[config.mk]
export PLATFORM = sky130hd
export DESIGN_NAME = lcd_driver
export DESIGN_NICKNAME = d
export VERILOG_FILES = /design/src/lcd_pkg.sv /design/src/lcd_driver.sv /design/src/lcd_fifo.sv /design/src/lcd_fmt.sv
export VERILOG_INCLUDE_DIRS = /design/src
export SDC_FILE = /design/constraint.sdc
export NUM_CORES = 1
export LEC_CHECK = 0
export ABC_CLOCK_PERIOD_IN_PS = 11500
export BUFFER_PORTS_ARGS = -buffer_cell sky130_fd_sc_hd__buf_2
export CAP_MARGIN = 20
export CORE_MARGIN = 2
export CORE_UTILIZATION = 48
export DETAILED_ROUTE_END_ITERATION = 7
export PLACE_DENSITY = 0.68
export RECOVER_POWER = 100
export SETUP_SLACK_MARGIN = 0.1
export SLEW_MARGIN = 20
export SYNTH_ARGS = -nofsm -noshare
export SYNTH_HDL_FRONTEND = slang
export SYNTH_HIERARCHICAL = 1
export SYNTH_SLANG_ARGS = --single-unit
[constraint.sdc]
create_clock -name clk -period 11.5 [get_ports clk]
set_input_delay 2.3 -clock clk [delete_from_list [all_inputs] [get_ports clk]]
set_output_delay 2.3 -clock clk [all_outputs]
set_load 0.02 [all_outputs]
[src/lcd_defines.svh]
// Purpose: shared constants of the character display driver
// Assumes: 100 MHz clock
// Notes:   times kept in their own unit, cycles derived
`ifndef LCD_DEFINES_SVH
`define LCD_DEFINES_SVH

// clock rate
`define LCD_CLK_MHZ    100
// escape byte that marks a command
`define LCD_ESC        8'hfe
// post-write delays, enable width and start-up wait
`define LCD_CMD_US     1500
`define LCD_CHR_US     44
`define LCD_PWR_MS     500
`define LCD_E_NS       450
`define LCD_CMD_CYC    (`LCD_CMD_US * `LCD_CLK_MHZ)
`define LCD_CHR_CYC    (`LCD_CHR_US * `LCD_CLK_MHZ)
`define LCD_PWR_CYC    (`LCD_PWR_MS * 1000 * `LCD_CLK_MHZ)
`define LCD_E_CYC      ((`LCD_E_NS * `LCD_CLK_MHZ + 999) / 1000)
// controller commands used by the init sequence
`define LCD_WAKE       8'h30
`define LCD_FSET       8'h20
`define LCD_FS_DL      4
`define LCD_FS_N       3
`define LCD_DISP_ON    8'h0c
`define LCD_CLEAR      8'h01
`define LCD_ENTRY      8'h06
`define LCD_INIT_LAST  3'h7
`define LCD_WAKE_STEPS 3'h4
// memory address command bases
`define LCD_CGRAM      8'h40
`define LCD_DDRAM      8'h80
// ascii digit bases
`define LCD_ASC_0      8'h30
`define LCD_ASC_A      8'h37

`endif

[src/lcd_pkg.sv]
// Purpose: types of the character display driver
// Assumes: nothing
// Notes:   state codes are one-hot
package lcd_pkg;
   // bus engine states
   typedef enum logic [5:0] {
      S_IDLE  = 6'h01,
      S_POWER = 6'h02,
      S_SETUP = 6'h04,
      S_EHIGH = 6'h08,
      S_ELOW  = 6'h10,
      S_GAP   = 6'h20
   } lcd_state_type;
   // item formatting modes
   typedef enum logic [2:0] {
      FMT_RAW = 3'h0,
      FMT_DEC = 3'h1,
      FMT_BIN = 3'h2,
      FMT_HEX = 3'h3,
      FMT_REP = 3'h4
   } lcd_fmt_type;
endpackage : lcd_pkg

[src/lcd_driver.sv]
// Purpose: drives a character display over a 4/8-bit bus
// Assumes: display pins synchronous to clk, one clock
// Notes:   host stream -> formatter -> fifo -> bus engine
`timescale 1ns/1ps
`include "lcd_defines.svh"
module lcd_driver
   import lcd_pkg::*;
#(
   parameter int unsigned CMD_CYC    = `LCD_CMD_CYC,
   parameter int unsigned CHR_CYC    = `LCD_CHR_CYC,
   parameter int unsigned PWR_CYC    = `LCD_PWR_CYC,
   parameter int          FIFO_DEPTH = 8
) (
   // clock and reset
   input  wire logic        clk,
   input  wire logic        rst_b,
   // host item stream
   input  wire logic        item_valid,
   output logic             item_ready,
   input  wire lcd_fmt_type item_mode,
   input  wire logic [15:0] item_value,
   input  wire logic [7:0]  item_count,
   // memory read request and answer
   input  wire logic        rd_start,
   output logic             rd_ready,
   input  wire logic        rd_addr_given,
   input  wire logic [7:0]  rd_addr,
   input  wire logic [7:0]  rd_len,
   output logic             rd_data_valid,
   output logic      [7:0]  rd_data,
   // configuration
   input  wire logic        bus_width_setting,
   input  wire logic        data_nibble_high,
   input  wire logic [2:0]  line_count,
   input  wire logic [2:0]  e_bit,
   input  wire logic [2:0]  rs_bit,
   input  wire logic [2:0]  rw_line_bit,
   // init flag
   input  wire logic        init_clear,
   output logic             init_done,
   // display pins
   output logic      [7:0]  data_out,
   output logic             data_oe_b,
   input  wire logic [7:0]  data_in,
   output logic      [7:0]  rw_line_port
);
   localparam int unsigned E_CYC = `LCD_E_CYC;
   // whole state of the engine
   typedef struct packed {
      lcd_state_type st;
      logic [31:0]   cnt;
      logic [2:0]    step;
      logic [7:0]    xfer;
      logic          rs;
      logic          rw;
      logic          e;
      logic          nib;
      logic          single;
      logic          esc;
      logic          init_mode;
      logic          init_done;
      logic          rd_req;
      logic          rd_addr_pend;
      logic [7:0]    rd_addr;
      logic [7:0]    rd_left;
      logic [7:0]    rd_buf;
      logic [7:0]    rd_data;
      logic          rd_valid;
      logic [7:0]    dport;
      logic [7:0]    ctl;
      logic          dir_b;
   } lcd_top_state_type;
   lcd_top_state_type s, next_s;
   logic       rst_meta;   // reset sync first stage
   logic       rst_sync;   // reset used by all logic
   logic       f_valid;    // fifo byte present
   logic       f_ready;    // engine takes fifo byte
   logic [7:0] f_data;     // fifo head byte
   logic       fm_valid;   // formatter byte present
   logic       fm_ready;   // fifo accepts byte
   logic [7:0] fm_data;    // formatter byte
   // start one bus transfer
   function automatic lcd_top_state_type lcd_launch(input lcd_top_state_type t,
      input logic [7:0] b, input logic rsv, input logic rwv, input logic sgl);
      t.st     = S_SETUP;
      t.cnt    = '0;
      t.xfer   = b;
      t.rs     = rsv;
      t.rw     = rwv;
      t.single = sgl;
      t.nib    = 1'b0;
      return t;
   endfunction : lcd_launch
   // init sequence bytes
   function automatic logic [7:0] lcd_init_byte(input logic [2:0] k,
      input logic w8, input logic [2:0] lines);
      logic [7:0] fs;
      fs = `LCD_FSET;
      fs[`LCD_FS_DL] = w8;
      fs[`LCD_FS_N]  = (lines > 3'h1);
      case (k)
         3'h3:    return w8 ? `LCD_WAKE : `LCD_FSET;
         3'h4:    return fs;
         3'h5:    return `LCD_DISP_ON;
         3'h6:    return `LCD_CLEAR;
         3'h7:    return `LCD_ENTRY;
         default: return `LCD_WAKE;
      endcase
   endfunction : lcd_init_byte
   // one control bit at its chosen position
   function automatic logic [7:0] lcd_pin(input logic v, input logic [2:0] b);
      return v ? (8'h01 << b) : 8'h00;
   endfunction : lcd_pin
   // reset release through two flops
   always_ff @(posedge clk or negedge rst_b) begin
      if (!rst_b) begin
         rst_meta <= 1'b0;
         rst_sync <= 1'b0;
      end else begin
         rst_meta <= 1'b1;
         rst_sync <= rst_meta;
      end
   end
   // item formatting
   lcd_fmt u_fmt (
      .clk        (clk),
      .rst_b      (rst_sync),
      .item_valid (item_valid),
      .item_ready (item_ready),
      .item_mode  (item_mode),
      .item_value (item_value),
      .item_count (item_count),
      .out_valid  (fm_valid),
      .out_ready  (fm_ready),
      .out_data   (fm_data)
   );
   // byte buffer, stalls formatter when full
   lcd_fifo #(.WIDTH(8), .DEPTH(FIFO_DEPTH)) u_fifo (
      .clk       (clk),
      .rst_b     (rst_sync),
      .in_valid  (fm_valid),
      .in_ready  (fm_ready),
      .in_data   (fm_data),
      .out_valid (f_valid),
      .out_ready (f_ready),
      .out_data  (f_data)
   );
   assign rd_ready      = !s.rd_req;
   assign rd_data_valid = s.rd_valid;
   assign rd_data       = s.rd_data;
   assign init_done     = s.init_done;
   assign data_out      = s.dport;
   assign data_oe_b     = s.dir_b;
   assign rw_line_port  = s.ctl;
   // engine sequencing
   always_comb begin
      logic [7:0]  nb;
      logic [31:0] gap;
      nb  = data_nibble_high ? {4'h0, data_in[7:4]} : {4'h0, data_in[3:0]};
      gap = (s.init_mode || (!s.rs && !s.rw)) ? CMD_CYC : CHR_CYC;
      next_s          = s;
      next_s.rd_valid = 1'b0;
      f_ready         = 1'b0;
      // read request capture
      if (rd_start && !s.rd_req && rd_len != 8'h00) begin
         next_s.rd_req       = 1'b1;
         next_s.rd_addr_pend = rd_addr_given;
         next_s.rd_addr      = rd_addr;
         next_s.rd_left      = rd_len;
      end
      // host may drop the flag for a re-init
      if (init_clear) begin
         next_s.init_done = 1'b0;
      end
      case (s.st)
         S_IDLE: begin
            if (!s.init_done && (f_valid || s.rd_req)) begin // first use, or flag cleared
               next_s.init_mode = 1'b1;
               next_s.step      = 3'h0;
               next_s.cnt       = '0;
               next_s.st        = S_POWER;
            end else if (s.init_done && s.rd_req && s.rd_addr_pend) begin
               // address command, glyph_ram or display ram
               next_s = lcd_launch(next_s, s.rd_addr[7] ? s.rd_addr
                                   : (s.rd_addr | `LCD_CGRAM), 1'b0, 1'b0, 1'b0);
               next_s.rd_addr_pend = 1'b0;
            end else if (s.init_done && s.rd_req) begin // data read cycle
               next_s = lcd_launch(next_s, 8'h00, 1'b1, 1'b1, 1'b0);
            end else if (s.init_done && f_valid) begin
               f_ready = 1'b1;
               if (!s.esc && f_data == `LCD_ESC) begin
                  next_s.esc = 1'b1;
               end else begin // commands go out as received
                  next_s     = lcd_launch(next_s, f_data, !s.esc, 1'b0, 1'b0);
                  next_s.esc = 1'b0;
               end
            end
         end
         S_POWER: begin
            // start-up wait of the display
            next_s.cnt = s.cnt + 32'h1;
            if (s.cnt >= PWR_CYC - 1) begin
               next_s = lcd_launch(next_s, `LCD_WAKE, 1'b0, 1'b0, 1'b1);
            end
         end
         S_SETUP: begin
            // select and data settle before enable
            next_s.cnt = s.cnt + 32'h1;
            if (s.cnt >= E_CYC - 1) begin
               next_s.cnt = '0;
               next_s.e   = 1'b1;
               next_s.st  = S_EHIGH;
            end
         end
         S_EHIGH: begin
            next_s.cnt = s.cnt + 32'h1;
            if (s.cnt >= E_CYC - 1) begin
               next_s.cnt = '0;
               next_s.e   = 1'b0;
               next_s.st  = S_ELOW;
               if (s.rw && bus_width_setting) begin
                  next_s.rd_buf = data_in;
               end else if (s.rw && !s.nib) begin
                  next_s.rd_buf = {nb[3:0], 4'h0};
               end else if (s.rw) begin
                  next_s.rd_buf = {s.rd_buf[7:4], nb[3:0]};
               end
            end
         end
         S_ELOW: begin
            next_s.cnt = s.cnt + 32'h1;
            if (s.cnt >= E_CYC - 1) begin
               next_s.cnt = '0;
               if (!bus_width_setting && !s.single && !s.nib) begin
                  next_s.nib = 1'b1;
                  next_s.st  = S_SETUP;
               end else begin
                  next_s.st = S_GAP;
               end
            end
         end
         S_GAP: begin
            // controller busy time
            next_s.cnt = s.cnt + 32'h1;
            if (s.cnt >= gap - 1) begin
               next_s.st = S_IDLE;
               if (s.init_mode && s.step == `LCD_INIT_LAST) begin
                  next_s.init_mode = 1'b0;
                  next_s.init_done = 1'b1;
               end else if (s.init_mode) begin
                  next_s.step = s.step + 3'h1;
                  next_s = lcd_launch(next_s, lcd_init_byte(s.step + 3'h1, bus_width_setting,
                                      line_count), 1'b0, 1'b0, (s.step + 3'h1) < `LCD_WAKE_STEPS);
               end else if (s.rw) begin
                  next_s.rd_valid = 1'b1;
                  next_s.rd_data  = s.rd_buf;
                  next_s.rd_left  = s.rd_left - 8'h01;
                  next_s.rd_req   = (s.rd_left > 8'h01);
               end
            end
         end
         default: begin
            next_s.st = S_IDLE;
         end
      endcase
      // pin images from the next state
      next_s.ctl = lcd_pin(next_s.e, e_bit) | lcd_pin(next_s.rs, rs_bit)
                 | lcd_pin(next_s.rw, rw_line_bit);
      if (bus_width_setting) begin
         next_s.dport = next_s.xfer;
      end else begin
         nb = next_s.nib ? {4'h0, next_s.xfer[3:0]} : {4'h0, next_s.xfer[7:4]};
         next_s.dport = data_nibble_high ? {nb[3:0], 4'h0} : nb;
      end
      next_s.dir_b = next_s.rw;
   end
   // state register
   always_ff @(posedge clk or negedge rst_sync) begin
      if (!rst_sync) begin
         s <= '{st: S_IDLE, default: '0};
      end else begin
         s <= next_s;
      end
   end
endmodule : lcd_driver

[src/lcd_fifo.sv]
// Purpose: byte buffer between formatter and bus engine
// Assumes: synchronous reset copy, one clock
// Notes:   in_ready low when full, out_valid low when empty
`timescale 1ns/1ps
module lcd_fifo
   import lcd_pkg::*;
#(
   parameter int WIDTH = 8,
   parameter int DEPTH = 8
) (
   // clock and reset
   input  wire logic             clk,
   input  wire logic             rst_b,
   // fill side
   input  wire logic             in_valid,
   output logic                  in_ready,
   input  wire logic [WIDTH-1:0] in_data,
   // drain side
   output logic                  out_valid,
   input  wire logic             out_ready,
   output logic      [WIDTH-1:0] out_data
);
   localparam int AW = $clog2(DEPTH);
   // whole state of the buffer
   typedef struct packed {
      logic [DEPTH-1:0][WIDTH-1:0] mem;
      logic [AW-1:0]               wp;
      logic [AW-1:0]               rp;
      logic [AW:0]                 cnt;
   } lcd_fifo_state_type;
   lcd_fifo_state_type s, next_s;

   // pointer step with wrap
   function automatic logic [AW-1:0] lcd_inc(input logic [AW-1:0] p);
      return (p == AW'(DEPTH - 1)) ? '0 : p + AW'(1);
   endfunction : lcd_inc

   assign in_ready  = (s.cnt != (AW+1)'(DEPTH));
   assign out_valid = (s.cnt != '0);
   assign out_data  = s.mem[s.rp];

   // push and pop
   always_comb begin
      logic push;
      logic pop;
      push   = in_valid && in_ready;
      pop    = out_valid && out_ready;
      next_s = s;
      if (push) begin
         next_s.mem[s.wp] = in_data;
         next_s.wp        = lcd_inc(s.wp);
      end
      if (pop) begin
         next_s.rp = lcd_inc(s.rp);
      end
      if (push && !pop) begin
         next_s.cnt = s.cnt + (AW+1)'(1);
      end else if (pop && !push) begin
         next_s.cnt = s.cnt - (AW+1)'(1);
      end
   end

   // state register
   always_ff @(posedge clk or negedge rst_b) begin
      if (!rst_b) begin
         s <= '0;
      end else begin
         s <= next_s;
      end
   end
endmodule : lcd_fifo

[src/lcd_fmt.sv]
// Purpose: turns host items into ascii byte stream
// Assumes: 16-bit values, digits without leading zeros
// Notes:   raw mode passes array bytes one per item
`timescale 1ns/1ps
`include "lcd_defines.svh"
module lcd_fmt
   import lcd_pkg::*;
(
   // clock and reset
   input  wire logic        clk,
   input  wire logic        rst_b,
   // host items
   input  wire logic        item_valid,
   output logic             item_ready,
   input  wire lcd_fmt_type item_mode,
   input  wire logic [15:0] item_value,
   input  wire logic [7:0]  item_count,
   // byte stream
   output logic             out_valid,
   input  wire logic        out_ready,
   output logic      [7:0]  out_data
);
   // whole state of the formatter
   typedef struct packed {
      logic             busy;
      logic             emit;
      lcd_fmt_type      mode;
      logic [15:0]      val;
      logic [7:0]       cnt;
      logic [15:0][3:0] dig;
      logic [4:0]       n;
      logic [7:0]       ch;
   } lcd_fmt_state_type;
   lcd_fmt_state_type s, next_s;

   // radix of a digit mode
   function automatic logic [15:0] lcd_radix(input lcd_fmt_type m);
      case (m)
         FMT_BIN: return 16'h0002;
         FMT_HEX: return 16'h0010;
         default: return 16'h000a;
      endcase
   endfunction : lcd_radix

   // digit to ascii
   function automatic logic [7:0] lcd_asc(input logic [3:0] d);
      return (d < 4'ha) ? `LCD_ASC_0 + {4'h0, d} : `LCD_ASC_A + {4'h0, d};
   endfunction : lcd_asc

   assign item_ready = !s.busy;
   assign out_valid  = s.busy && s.emit;
   assign out_data   = s.ch;

   // accept, convert, emit
   always_comb begin
      logic [15:0] r;
      r      = lcd_radix(s.mode);
      next_s = s;
      if (!s.busy) begin
         // new item
         if (item_valid) begin
            next_s.busy = !(item_mode == FMT_REP && item_count == 8'h00);
            next_s.mode = item_mode;
            next_s.val  = item_value;
            next_s.cnt  = item_count;
            next_s.ch   = item_value[7:0];
            next_s.n    = 5'h00;
            next_s.emit = (item_mode == FMT_RAW) || (item_mode == FMT_REP);
         end
      end else if (!s.emit) begin
         // one digit per cycle, least significant first
         next_s.dig[s.n[3:0]] = 4'((s.val % r));
         next_s.val = s.val / r;
         next_s.n   = s.n + 5'h01;
         if (s.val / r == 16'h0000) begin
            next_s.emit = 1'b1;
            next_s.ch   = lcd_asc(4'((s.val % r)));
         end
      end else if (out_ready) begin
         // byte taken
         case (s.mode)
            FMT_RAW: begin
               next_s.busy = 1'b0;
            end
            FMT_REP: begin
               next_s.cnt  = s.cnt - 8'h01;
               next_s.busy = (s.cnt > 8'h01);
            end
            default: begin
               next_s.n    = s.n - 5'h01;
               next_s.busy = (s.n > 5'h01);
               next_s.ch   = lcd_asc(s.dig[4'(s.n - 5'h02)]);
            end
         endcase
      end
   end

   // state register
   always_ff @(posedge clk or negedge rst_b) begin
      if (!rst_b) begin
         s <= '0;
      end else begin
         s <= next_s;
      end
   end
endmodule : lcd_fmt

==> results_dict.tcl <==
set metrics [dict create \
    violated_checks "max-capacitance violations, max-slew violations, negative setup slack" \
    postSynth.topFlopCell "sky130_fd_sc_hd__dfrtp_1" \
    die_y_um 209.2 \
    synth_area_leaders "sky130_fd_sc_hd__dfrtp_1 36%, sky130_fd_sc_hd__nand2_1 5.6%, sky130_fd_sc_hd__mux2_2 5.0%" \
    groute.usage.overall 0.2764 \
    gr-total-overflow 0 \
    multi_input_comb_area_um2 12840 \
    timing.final.setup_violations 63 \
    postSynthNetCount 2339 \
    core-area_um2 41760 \
    drv.max_cap_violation_count 9 \
    drt_first_pass_iters 5 \
    final_max_slew_viol_count 336 \
    synth.top_cells.by_count "299 x sky130_fd_sc_hd__nand2_1, 289 x sky130_fd_sc_hd__dfrtp_1, 175 x sky130_fd_sc_hd__o21ai_0, 152 x sky130_fd_sc_hd__nor2_1, 89 x sky130_fd_sc_hd__mux2_2" \
    grt_pass1_wl_um 100000 \
    synth.ff_latch_count 290 \
    synthesis_to_layout_area_growth_pct 31.23 \
    critical_path.startpoint_type "flop" \
    dp_hpwl_um 41760 \
    clock-skew-final_ps 10.84 \
    layout.area.seq_um2 7259 \
    root_buf_cell "sky130_fd_sc_hd__clkbuf_16" \
    insertion_delay_ps 580 \
    worst_path_most_repeated_cell "sky130_fd_sc_hd__buf_4" \
    worst_path_largest_cell_delay_ps 480 \
    number_of_global_route_vias_before_repair 19790 \
    syn-instance-count 2196 \
    fin_util 0.6351 \
    die-width_um 209.2 \
    remaining_drc_errors 0 \
    crit_required_ps 12000 \
    num_io_pins 100 \
    final_nets 2844 \
    synth_top_cell_area_share 0.3579 \
    routabilityCongestion 0.9303 \
    worst-path-max-fanout 4 \
    synth_async_sr_flop_share 1.000 \
    synth_enable_flop_cells 0 \
    clkSinkCount 290 \
    hold_viol_final 0 \
    grt_max_degree 82 \
    synth.avg_cell_area_um2 9.203 \
    dr.first_iter.drc_count 1904 \
    vias 19910 \
    avgViaCountPerCell 6.096 \
    h_tree_levels 1 \
    die_area_um2 43760 \
    fin_crit_share 1.742 \
    routed_wirelength_um 62830 \
    cts_buffers 31 \
    detail-route-antenna-nets 0 \
    clkTransAtPathRegs_ps 60 \
    critical_path.slowest_cell "sky130_fd_sc_hd__or4_1" \
    post_route_cells_drive_above_1_share 0.3474 \
    hold_slack_ps 343.3 \
    timing.slew.headroom -1.971 \
    number_of_fillers_in_the_final_layout 3298 \
    yosysTopAreaCell "sky130_fd_sc_hd__dfrtp_1" \
    path_class "flop to flop" \
    critical_path_arrival_ps 20530 \
    clock_tree_from_tritoncts "done" \
    setup_repair_after_global_routing_missed_its_margin "true" \
    postCtsHoldBufs 0 \
    layout_min_cycle_time_ps 20030 \
    grt_antenna_before_repair 4 \
    row_count 75 \
    timing.setup.tns_ps -493950 \
    tightestPinTransition_ps 4457 \
    io_buffer_count 98 \
    syn_area_um2 20210 \
    timing.critical_path.to_type "flop" \
    initial_utilization 0.4840 \
    clock.fmax_mhz 49.93 \
    clockBufferDepth 3 \
    run_status "finished, violations left" \
    synth.distinct_cells 134 \
    avgRoutedWirePerCell_um 19.24 \
    yosysSeqAreaShare 0.3592 \
    hp-class "flop to flop" \
    postLayoutSetupSlackWorst_ps -8528 \
    yosys_warnings 6 \
    yosysMostFrequentCell "sky130_fd_sc_hd__nand2_1" \
]
==> metal layers <==
metal	routed length [um]	global-route usage	share of wire
met5	41	0	0.00065
met3	3745	0.03937	0.060
met2	29580	0.4618	0.47
met4	3002	0.1222	0.048
met1	26460	0.3584	0.42
==> state kept, by name, summed over array words and instances, names as in the netlist, 8 cells and up <==
| name | cells |
|---|---|
| s | 81 |
| u_fmt/s | 98 |
| u_fmt/out_data | 8 |
| u_fifo/s | 74 |
| rw_line_port | 8 |
| data_out | 8 |
| rd_data | 8 |
==> critical path: cells and delay by family (launching register included) <==
family,cells,cell delay [ps]
and+or+nand+nor,39,6100
AOI/OAI and AO/OA,29,5070
adders and majority gates,14,3940
buffers and inverters,17,2080
xor gates and xnor gates,7,1230
muxes,4,1070
DFF,1,420
==> area by class of cell <==
type | instances | area share
diodes | 1 | 0.00009436
clock buffers | 45 | 0.03501
clock inverters | 13 | 0.006747
inverters | 72 | 0.01028
multi-input cells | 1708 | 0.4842
flip-flops and latches | 290 | 0.2737
well taps | 539 | 0.02543
repair buffers | 598 | 0.1645
==> worst paths after layout <==
kind	start	to	slack, ps	cells after the start
worst max-delay path	u_fmt/s[103]	u_fmt/out_data[2]	-8530	110
worst min-delay path	rst_meta	rst_sync	340	0
worst max register to register	u_fmt/s[103]	u_fmt/out_data[2]	-8530	110
worst min register to register	rst_meta	rst_sync	340	0
max in group asynchronous	rst_sync	u_fmt/s[103]	4050	2
min in group asynchronous	rst_sync	rw_line_port[3]	540	0
==> logic make-up (layout without fill, tap and decap cells) <==
group | Yosys count | after routing | synth area share
and+or+nand+nor | 850 | 850 | 0.2179
AOI/OAI and AO/OA | 581 | 581 | 0.1996
DFF | 290 | 290 | 0.3592
buffers and inverters | 198 | 728 | 0.04755
muxes | 165 | 165 | 0.1137
adders and majority gates | 73 | 73 | 0.04544
xor gates and xnor gates | 38 | 38 | 0.01647
other | 1 | 2 | 0.0001856
==> timing repair <==
| action | in CTS | in global routing |
|---|---|---|
| cloned | 1 | 1 |
| setup buffers | 132 | 26 |
| resized for setup | 110 | 69 |
| pin swaps | 57 | 44 |
| endpoints found under the setup margin | 63 | 64 |
| endpoints found under the hold margin | 0 | 0 |
==> stage by stage <==
| stage | std cells | worst slack (ps) | instance area (um2) |
|---|---|---|---|
| 2_1_floorplan | 2196 | -9452 | 20730 |
| 3_3_place_gp | 3052 | -7569 | 23720 |
| 3_5_place_dp | 3052 | -8399 | 23720 |
| 4_1_cts | 3240 | -7813 | 26180 |
| 5_1_grt | 3265 | -9415 | 26520 |
| 6_report | 3266 | -8528 | 26520 |
==> layout by cell type (no fill, tap or decap), types with 25 or more instances in the layout <==
cell	netlist	final
sky130_fd_sc_hd__o21ai_2	0	30
sky130_fd_sc_hd__mux2_2	89	79
sky130_fd_sc_hd__inv_1	69	69
sky130_fd_sc_hd__o31ai_1	34	30
sky130_fd_sc_hd__nor2_1	152	141
sky130_fd_sc_hd__nor3_1	52	48
sky130_fd_sc_hd__dfrtp_1	289	288
sky130_fd_sc_hd__nand2b_1	26	26
sky130_fd_sc_hd__clkbuf_1	61	44
sky130_fd_sc_hd__nand4_1	25	25
sky130_fd_sc_hd__nand2_1	299	289
sky130_fd_sc_hd__o21ai_0	175	144
sky130_fd_sc_hd__nand3_1	76	74
sky130_fd_sc_hd__a21oi_1	79	73
sky130_fd_sc_hd__buf_2	15	65
sky130_fd_sc_hd__o211ai_1	30	31
sky130_fd_sc_hd__buf_4	36	463
sky130_fd_sc_hd__ha_1	71	58
sky130_fd_sc_hd__clkbuf_16	0	32
sky130_fd_sc_hd__a221o_1	25	25
sky130_fd_sc_hd__mux4_2	36	36
Power is not shown: default switching activity piles up to over one toggle a cycle in this logic, so the estimate is an artifact.
